===== config.mk =====
export PLATFORM = sky130hd
export DESIGN_NAME = interrupt_vector_address_map
export DESIGN_NICKNAME = d
export VERILOG_FILES = /design/src/rtl/vector_map_pkg.sv /design/src/rtl/vector_offset_rom.sv /design/src/rtl/interrupt_vector_address_map.sv
export SDC_FILE = /design/constraint.sdc
export NUM_CORES = 1
export LEC_CHECK = 0
export ABC_CLOCK_PERIOD_IN_PS = 2500
export BUFFER_PORTS_ARGS = -buffer_cell sky130_fd_sc_hd__clkbuf_2
export CAP_MARGIN = 0
export CORE_ASPECT_RATIO = 0.6
export CORE_MARGIN = 1.5
export CORE_UTILIZATION = 36
export DETAILED_ROUTE_END_ITERATION = 6
export HOLD_SLACK_MARGIN = 0.12
export SYNTH_ARGS = -nofsm -noshare
export SYNTH_HDL_FRONTEND = slang
export SYNTH_SLANG_ARGS = --single-unit

===== constraint.sdc =====
create_clock -name clk -period 2.5 [get_ports clk]
set_input_delay 0.5 -clock clk [delete_from_list [all_inputs] [get_ports clk]]
set_output_delay 0.5 -clock clk [all_outputs]
set_load 0.05 [all_outputs]

===== src/rtl/vector_map_pkg.sv =====
// Constants, types and the vector table for the interrupt vector address map
package vector_map_pkg;

   // Program word address width (word addresses up to 0x1FFF)
   localparam int ADDR_W = 13;
   localparam int SRC_W = 5;
   localparam int SRC_COUNT = 26;

   // Reset vector and base of the application-side table
   localparam logic [ADDR_W-1:0] RESET_VECTOR = 13'h0000;
   localparam logic [ADDR_W-1:0] APP_BASE = 13'h0000;

   // Processor control register on the core I/O port
   localparam int IO_ADDR_W = 6;
   localparam logic [IO_ADDR_W-1:0] CTRL_IO_ADDR = 6'h35;
   localparam int CTRL_VSEL_BIT = 1;
   localparam logic CTRL_VSEL_RESET = 1'h0;

   // Boot reset fuse: 1 means unprogrammed, 0 means programmed
   localparam logic FUSE_PROGRAMMED = 1'h0;

   // Edges the strap needs through its synchroniser before it is caught
   localparam logic [1:0] SYNC_WAIT = 2'h2;

   // Each slot is two program words wide
   localparam int SLOT_SHIFT = 1;

   // Source numbers, zero based, in table order
   localparam logic [SRC_W-1:0] SRC_RESET = 5'h00;
   localparam logic [SRC_W-1:0] SRC_LAST = 5'h19;

   // Base-table offsets of every slot
   localparam logic [ADDR_W-1:0] VEC_TABLE [SRC_COUNT] = '{
      13'h0000,
      13'h0002,
      13'h0004,
      13'h0006,
      13'h0008,
      13'h000A,
      13'h000C,
      13'h000E,
      13'h0010,
      13'h0012,
      13'h0014,
      13'h0016,
      13'h0018,
      13'h001A,
      13'h001C,
      13'h001E,
      13'h0020,
      13'h0022,
      13'h0024,
      13'h0026,
      13'h0028,
      13'h002A,
      13'h002C,
      13'h002E,
      13'h0030,
      13'h0032
   };

   typedef enum logic [3:0] {
      ST_SYNC = 4'h1,
      ST_IDLE = 4'h2,
      ST_LOOKUP = 4'h4,
      ST_ANSWER = 4'h8
   } map_state_t;

   typedef struct packed {
      logic [ADDR_W-1:0] offset;
      logic bad;
   } rom_state_t;

endpackage : vector_map_pkg


===== src/rtl/vector_offset_rom.sv =====
// Registered lookup of the base-table offset of one vector slot
module vector_offset_rom (
   input logic clk,
   input logic reset,
   input logic [vector_map_pkg::SRC_W-1:0] rd_index,
   output logic [vector_map_pkg::ADDR_W-1:0] rd_offset_r,
   output logic rd_bad_r
);

   vector_map_pkg::rom_state_t cur_r;
   vector_map_pkg::rom_state_t cur_nxt;

   // Slot offset equals twice the source number
   function automatic logic [vector_map_pkg::ADDR_W-1:0] slot_offset(
      input logic [vector_map_pkg::SRC_W-1:0] idx);
      logic [vector_map_pkg::ADDR_W-1:0] wide;
      wide = {{(vector_map_pkg::ADDR_W-vector_map_pkg::SRC_W){1'b0}}, idx};
      slot_offset = wide << vector_map_pkg::SLOT_SHIFT;
   endfunction

   always_comb begin
      cur_nxt = cur_r;
      if (reset) begin
         cur_nxt = '0;
      end else if (rd_index > vector_map_pkg::SRC_LAST) begin
         // Unknown source: answer with the reset slot and flag it
         cur_nxt.offset = vector_map_pkg::RESET_VECTOR;
         cur_nxt.bad = 1'b1;
      end else begin
         cur_nxt.offset = vector_map_pkg::VEC_TABLE[rd_index];
         cur_nxt.bad = (vector_map_pkg::VEC_TABLE[rd_index] != slot_offset(rd_index));
      end
   end

   always_ff @(posedge clk) begin
      cur_r <= cur_nxt;
   end

   assign rd_offset_r = cur_r.offset;
   assign rd_bad_r = cur_r.bad;

endmodule // vector_offset_rom


===== src/rtl/interrupt_vector_address_map.sv =====
// Reset and interrupt vector address generator for the core fetch logic
module interrupt_vector_address_map (
   input logic clk,
   input logic reset,
   input logic boot_reset_fuse_n,
   input logic [vector_map_pkg::ADDR_W-1:0] boot_start_addr,
   input logic io_write,
   input logic io_read,
   input logic [vector_map_pkg::IO_ADDR_W-1:0] io_addr,
   input logic [7:0] io_wdata,
   output logic [7:0] io_rdata_r,
   input logic take_valid,
   input logic [vector_map_pkg::SRC_W-1:0] take_source,
   output logic take_ready,
   output logic vector_valid_r,
   output logic [vector_map_pkg::ADDR_W-1:0] vector_addr_r,
   output logic [vector_map_pkg::SRC_W-1:0] vector_source_r,
   output logic vector_bad_r,
   output logic reset_vec_valid_r,
   output logic [vector_map_pkg::ADDR_W-1:0] reset_addr_r,
   output logic boot_reset_active_r,
   output logic vector_table_select_r,
   output logic [vector_map_pkg::ADDR_W-1:0] table_base_r
);

   typedef struct packed {
      vector_map_pkg::map_state_t state;
      logic [1:0] sync_cnt;
      logic fuse_meta;
      logic fuse_sync;
      logic fuse_programmed;
      logic vsel;
      logic [vector_map_pkg::ADDR_W-1:0] reset_addr;
      logic reset_valid;
      logic [vector_map_pkg::ADDR_W-1:0] table_base;
      logic [vector_map_pkg::ADDR_W-1:0] vec_addr;
      logic vec_valid;
      logic vec_bad;
      logic [vector_map_pkg::SRC_W-1:0] src;
      logic [7:0] io_rdata;
   } map_regs_t;

   map_regs_t cur_r;
   map_regs_t cur_nxt;

   logic [vector_map_pkg::ADDR_W-1:0] rom_offset;
   logic rom_bad;
   logic accept;
   logic ctrl_hit_wr;
   logic ctrl_hit_rd;

   // Word address of a slot above a chosen base, wrapping inside program space
   function automatic logic [vector_map_pkg::ADDR_W-1:0] add_base(
      input logic [vector_map_pkg::ADDR_W-1:0] base,
      input logic [vector_map_pkg::ADDR_W-1:0] offset);
      add_base = base + offset;
   endfunction

   // Base picked by a select, zero side or boot side
   function automatic logic [vector_map_pkg::ADDR_W-1:0] pick_base(
      input logic use_boot,
      input logic [vector_map_pkg::ADDR_W-1:0] boot_base);
      pick_base = use_boot ? boot_base : vector_map_pkg::APP_BASE;
   endfunction

   // Decode of the control register on the core I/O port
   function automatic logic ctrl_selected(
      input logic strobe,
      input logic [vector_map_pkg::IO_ADDR_W-1:0] addr);
      ctrl_selected = strobe && (addr == vector_map_pkg::CTRL_IO_ADDR);
   endfunction

   assign accept = take_valid && (cur_r.state == vector_map_pkg::ST_IDLE);
   assign take_ready = (cur_r.state == vector_map_pkg::ST_IDLE);
   assign ctrl_hit_wr = ctrl_selected(io_write, io_addr);
   assign ctrl_hit_rd = ctrl_selected(io_read, io_addr);

   // The lookup is addressed straight from the request so that data are ready one edge later
   vector_offset_rom u_rom (
      .clk(clk),
      .reset(reset),
      .rd_index(take_source),
      .rd_offset_r(rom_offset),
      .rd_bad_r(rom_bad)
   );

   always_comb begin
      cur_nxt = cur_r;

      // Strap passes two flip-flops before anything reads it
      cur_nxt.fuse_meta = boot_reset_fuse_n;
      cur_nxt.fuse_sync = cur_r.fuse_meta;

      // One-cycle pulses fall back unless set again below
      cur_nxt.reset_valid = 1'b0;
      cur_nxt.vec_valid = 1'b0;

      // Control register port; every bit other than the select bit reads as zero
      if (ctrl_hit_wr) begin
         cur_nxt.vsel = io_wdata[vector_map_pkg::CTRL_VSEL_BIT];
      end
      if (io_read) begin
         cur_nxt.io_rdata = '0;
         if (ctrl_hit_rd) begin
            cur_nxt.io_rdata[vector_map_pkg::CTRL_VSEL_BIT] = cur_r.vsel;
         end
      end

      // Current interrupt table start follows the select bit on its own
      cur_nxt.table_base = pick_base(cur_nxt.vsel, boot_start_addr);

      case (cur_r.state)
         vector_map_pkg::ST_SYNC: begin
            if (cur_r.sync_cnt == vector_map_pkg::SYNC_WAIT) begin
               // Fuse caught once after release; a programmed fuse reads as zero
               cur_nxt.fuse_programmed = (cur_r.fuse_sync == vector_map_pkg::FUSE_PROGRAMMED);
               // All reset kinds share this one start address
               cur_nxt.reset_addr = add_base(
                  pick_base(cur_nxt.fuse_programmed, boot_start_addr),
                  vector_map_pkg::VEC_TABLE[vector_map_pkg::SRC_RESET]);
               cur_nxt.reset_valid = 1'b1;
               cur_nxt.state = vector_map_pkg::ST_IDLE;
            end else begin
               cur_nxt.sync_cnt = cur_r.sync_cnt + 2'h1;
            end
         end
         vector_map_pkg::ST_IDLE: begin
            // Addresses are produced only when an interrupt is taken; fetches elsewhere are untouched
            if (accept) begin
               cur_nxt.src = take_source;
               cur_nxt.state = vector_map_pkg::ST_LOOKUP;
            end
         end
         vector_map_pkg::ST_LOOKUP: begin
            // Select bit as it stands at this edge decides the table
            cur_nxt.vec_addr = add_base(pick_base(cur_r.vsel, boot_start_addr), rom_offset);
            cur_nxt.vec_bad = rom_bad;
            cur_nxt.vec_valid = 1'b1;
            cur_nxt.state = vector_map_pkg::ST_ANSWER;
         end
         vector_map_pkg::ST_ANSWER: begin
            cur_nxt.state = vector_map_pkg::ST_IDLE;
         end
         default: begin
            cur_nxt.state = vector_map_pkg::ST_IDLE;
         end
      endcase

      if (reset) begin
         cur_nxt = '0;
         cur_nxt.state = vector_map_pkg::ST_SYNC;
         cur_nxt.vsel = vector_map_pkg::CTRL_VSEL_RESET;
         cur_nxt.reset_addr = vector_map_pkg::RESET_VECTOR;
         cur_nxt.table_base = vector_map_pkg::APP_BASE;
      end
   end

   always_ff @(posedge clk) begin
      cur_r <= cur_nxt;
   end

   assign io_rdata_r = cur_r.io_rdata;
   assign vector_valid_r = cur_r.vec_valid;
   assign vector_addr_r = cur_r.vec_addr;
   assign vector_source_r = cur_r.src;
   assign vector_bad_r = cur_r.vec_bad;
   assign reset_vec_valid_r = cur_r.reset_valid;
   assign reset_addr_r = cur_r.reset_addr;
   assign boot_reset_active_r = cur_r.fuse_programmed;
   assign vector_table_select_r = cur_r.vsel;
   assign table_base_r = cur_r.table_base;

endmodule // interrupt_vector_address_map


# After elaboration in Yosys (flattened, before gate mapping)
# Memories as Yosys holds them, arrays and structs flattened.
# Cells that the tools add are included.
# W data, S select, Z words.
# totals
register_bits	72
rom_bits	416
input_bits	38
output_inout_bits	58
wordCells	56
n_memories	1
# memory_table
name	depth	width	read_ports	rd_ports_with_merged_regs	wr	line_no	text
(name not given)	32	13	1	0	0	vector_offset_rom.sv:30	cur_nxt.offset = vector_map_pkg::VEC_TABLE[rd_index];
# classes
addsub	2
n_lt_le_gt_ge	2
n_eq_ne	8
n_mux	12
bitwise_logic	5
n_reduce_logical	10
# ops
cell	count
$mux W13	4
$add A13 B13 Y13	1
$ne A13 B6 Y1	1
$pmux W4 S3	1
$mux W4	2
$reduce_and A2 Y1	4
$eq A6 B6 Y1 const B	1
$ge A6 B6 Y1 const B	1
$not A5 Y6	1
$reduce_or A2 Y1	3
$gt A5 B5 Y1 const B	1
$eq A4 B1 Y1 const B	1
$eq A4 B2 Y1 const B	1
$eq A4 B3 Y1 const B	1
$mux W1	4
$not A1 Y1	4
$logic_and A1 B1 Y1	3
$add A2 B1 Y2 const B	1
$eq A2 B2 Y1 const B	1
$mux W2	1
$ne A2 B1 Y1 const B	1
$ne A2 B2 Y1 const B	1

# Longest topological paths before layout
# logic_depth
ltp_word	6
depth_mapped	11
ltp_nobuf	9

# By module
# From an unflattened synthesis, not the netlist that was laid out.
# hier_totals
hier_cells	359
hier_area_um2	3193.1
# modules_own_cells
mod	instances	cells_per_inst	area_per_inst_um2	seq_area_each_um2
interrupt_vector_address_map	1	334	2937.8	1161.1
vector_offset_rom	1	25	255.2	120.1

# Worst setup path after synthesis
# OpenSTA, ideal clock, no wires.
# synth_path
path_type	register to register
start	reg cur_r (netlist bit vector_table_select_r)
end	reg cur_r (netlist bit vector_addr_r[11])
setup_time_ns	0.086
arrival_ns	2.613
required_time_ns	2.414
slack_ns	-0.198
stages_incl_launch_ff	12
path_buffers	2
period_less_slack_ns	2.698
cell_sequence	dfxtp_1 buf_2 clkbuf_1 and2_1 ha_1 inv_1 fa_1 nor2b_1 o2111ai_1 a21oi_1 xor2_1 a211oi_1
# synth_between
elab_chain_len	2
# synth_lines
item	line_no	text
start: declaration	interrupt_vector_address_map.sv:43	map_regs_t cur_r;
start signal: assignment	interrupt_vector_address_map.sv:159	cur_r <= cur_nxt;
$mux W13	interrupt_vector_address_map.sv:63	pick_base = use_boot ? boot_base : vector_map_pkg::APP_BASE;
$add A13 B13 Y13	interrupt_vector_address_map.sv:56	add_base = base + offset;
# Every way passes these cells.
# A chain may end at the register's enable or synchronous reset.

# Final worst setup path
# layout_path
start	reg cur_r[62] (netlist bit)
end	out take_ready
# layout_between
elab_chain_len	1
# layout_lines
item	line_no	text
$eq A4 B2 Y1	interrupt_vector_address_map.sv:74	assign take_ready = (cur_r.state == vector_map_pkg::ST_IDLE);
end: declaration	interrupt_vector_address_map.sv:14	output logic take_ready,
# Every way passes these cells.

==> metrics.txt <==
net count reported at finish 416; Post-Synth Adder-Cell Area 0.0314; crit share post-route 0.852; Setup TNS 0 ns; hpwl dp 4600 µm; WL per Instance 12.5 µm; DRC Markers 0; status completed; Mapped Avg Cell Area 9.05 µm²; slowest CP cell nor4b_4; I/O Buffers 81; DIE WIDTH 121 µm; CTS tree done; Sink Count 64; vias in the first global route 1,916; Post-CTS Resized 0; CTS clock-pin slew for the worst setup and hold paths 0.05 ns; Peak VDD IR 0.390 mV; share of cells above drive strength 1 0.303; total number of vias 2,179; Cells after Synth 335; Post-synth EDFFs 0; post-CTS setup buffer count 0; Total GRT Usage 0.145; largest net degree at the start of global routing 31; final setup fails 0; Netlist cell types 39; Initial Utilization 0.379; Final Hold Viols 0; post-DR vias/cell 4.50; warning count from the yosys run 0; largest family of logic cells by synthesized area simple AND/OR/NAND/NOR gates; Pwr Density 884 nW/µm²; area delta synth->final 14.7%; crit-path max FO 9; post-layout min period 2.13 ns; CTS Root Cell clkbuf_16; Critical Path End Type output pin; drt first pass iters 4; register area share after synthesis 0.423; RSZ-0062 raised after global routing no; crit path buf inv count 1; worst-skew pair later-pin latency 0.33 ns; FMAX 0.469 GHz; critical path's top delay family simple AND/OR/NAND/NOR gates; Die Span Y 74.1 µm; io pins 96; post-synthesis mux area share 0.00330; H-tree levels 3; Slew HR 0.604; most frequent cells in the layout 81 x clkbuf_2, 63 x dfxtp_1, 34 x nor2_1; GR Overflow Total 0; most common cell after layout, fill and taps aside clkbuf_2; die area 9000 µm²; Max Cap Violations 0; CTS Buf Count 9; Post-synth top flop dfxtp_1; row count 25; Async S/R FF share, synth 0; startpoint types flip-flop; max-slew violation count 0; crit path kind reg2out; CP Cell Sequence nor4b_4 > clkbuf_2; Final GP Congestion 0.774; Compound-Gate Fraction of Synth Area 0.0991; Synth Area in Simple Gates 0.250; DRT antenna net count 0; Req. time, crit path 2.00 ns; flops & latches, synth 64; cts hold-fix bufs 0; antenna violations before repair 0; Initial DRC Count 84; Core Area 8010 µm²; worst setup margin 0.369 ns; xor/xnor share of the synthesized area 0.0289; Antenna diodes 0; Worst Tran Pin Value 0.592 ns; Hold Path Class in2reg; largest stage delay on the critical path 0.48 ns; CP arrival 1.63 ns; Longest Clk Path Bufs 2; global-route wire length before repair 9660 µm; P_leak 0.00151 µW; Post-Place Worst Slack 0.158 ns; mapped cell area 3030 µm²; clock skew 0.00619 ns; final WL 6070 µm
==> power by group <==
group | leakage, µW | switching [µW] | internal [µW] | total (µW)
clock network | 0.000158 | 439 | 893 | 1330
registers | 0.000519 | 62.4 | 1100 | 1160
logic | 0.000832 | 393 | 188 | 581
==> final timing paths <==
kind	startpoint	endpoint	slack, ns	cells past startpoint
min reg2reg	u_rom.rd_bad_r	vector_bad_r	0.44	2
max reg2reg	vector_table_select_r	vector_addr_r[9]	0.38	9
max	cur_r[62]	take_ready	0.37	2
min	boot_reset_fuse_n	cur_r[58]	0.39	2
==> logic make-up (layout without fill, tap and decap cells) <==
| group | Yosys count | count (layout) |
|---|---|---|
| fa+ha+maj | 7 | 7 |
| buf+inv | 72 | 107 |
| flops | 64 | 64 |
| compound gates | 51 | 51 |
| xor+xnor | 10 | 10 |
| other cells | 1 | 7 |
| mux | 1 | 1 |
| simple gates | 129 | 129 |
==> metrics by stage <==
| stage | cells | power [µW] | cell area [µm²] | hold slack (ns) | util |
|---|---|---|---|---|---|
| after floorplan | 341 | 1720 | 3060 | 0.414 | - |
| after global placement | 468 | 1760 | 3160 | 0.417 | 0.394 |
| after detailed placement | 468 | 1770 | 3160 | 0.433 | 0.394 |
| after global routing | 484 | 3210 | 3480 | 0.402 | 0.434 |
| after CTS | 484 | 3110 | 3480 | 0.379 | 0.434 |
| final | 484 | 3080 | 3480 | 0.388 | 0.434 |
==> cell type report <==
class,count,area [µm²]
clock buffers,10,239
well taps,108,135
fillers,830,4530
inverters,5,18.8
clock inverters,6,82.6
repair buffers,86,443
flip-flops and latches,64,1280
multi-input cells,205,1280
==> Yosys cell counts, types with 2 or more instances <==
master     n  area share
o21ai_0    3      0.0050
nor3b_1   10       0.025
and2_1    22       0.045
a211oi_1   9       0.022
nor4b_4    3       0.024
nor2b_1    4      0.0083
buf_6      3       0.011
nor3_1     5      0.0083
buf_2      4      0.0066
inv_1      5      0.0062
clkbuf_1   6      0.0074
a21o_1     2      0.0050
dfxtp_1   64        0.42
nor3b_2    5       0.021
xnor2_1    4       0.012
nand3_1    9       0.015
o21a_1     4      0.0099
ha_1       6       0.025
a21oi_1   30       0.050
xor2_1     6       0.017
nand2_1   27       0.033
nor2_1    34       0.042
buf_4     53        0.13
and3b_1    2      0.0058
==> metal layers <==
metal	track usage	up-vias	wire [µm]
met2	0.203	71	2330
met4	0.0667	0	97
li1	-	1132	-
met5	0	-	0
met1	0.191	967	3130
met3	0.0667	9	506
==> flip-flops by register name, indices dropped and copies added (netlist names), 5 cells and up <==
signal and flops:
cur_r 8, vector_addr_r 13, vector_source_r 5, reset_addr_r 13
table_base_r 13, u_rom.rd_offset_r 5
No activity file was read; power rests on OpenSTA's default activity.
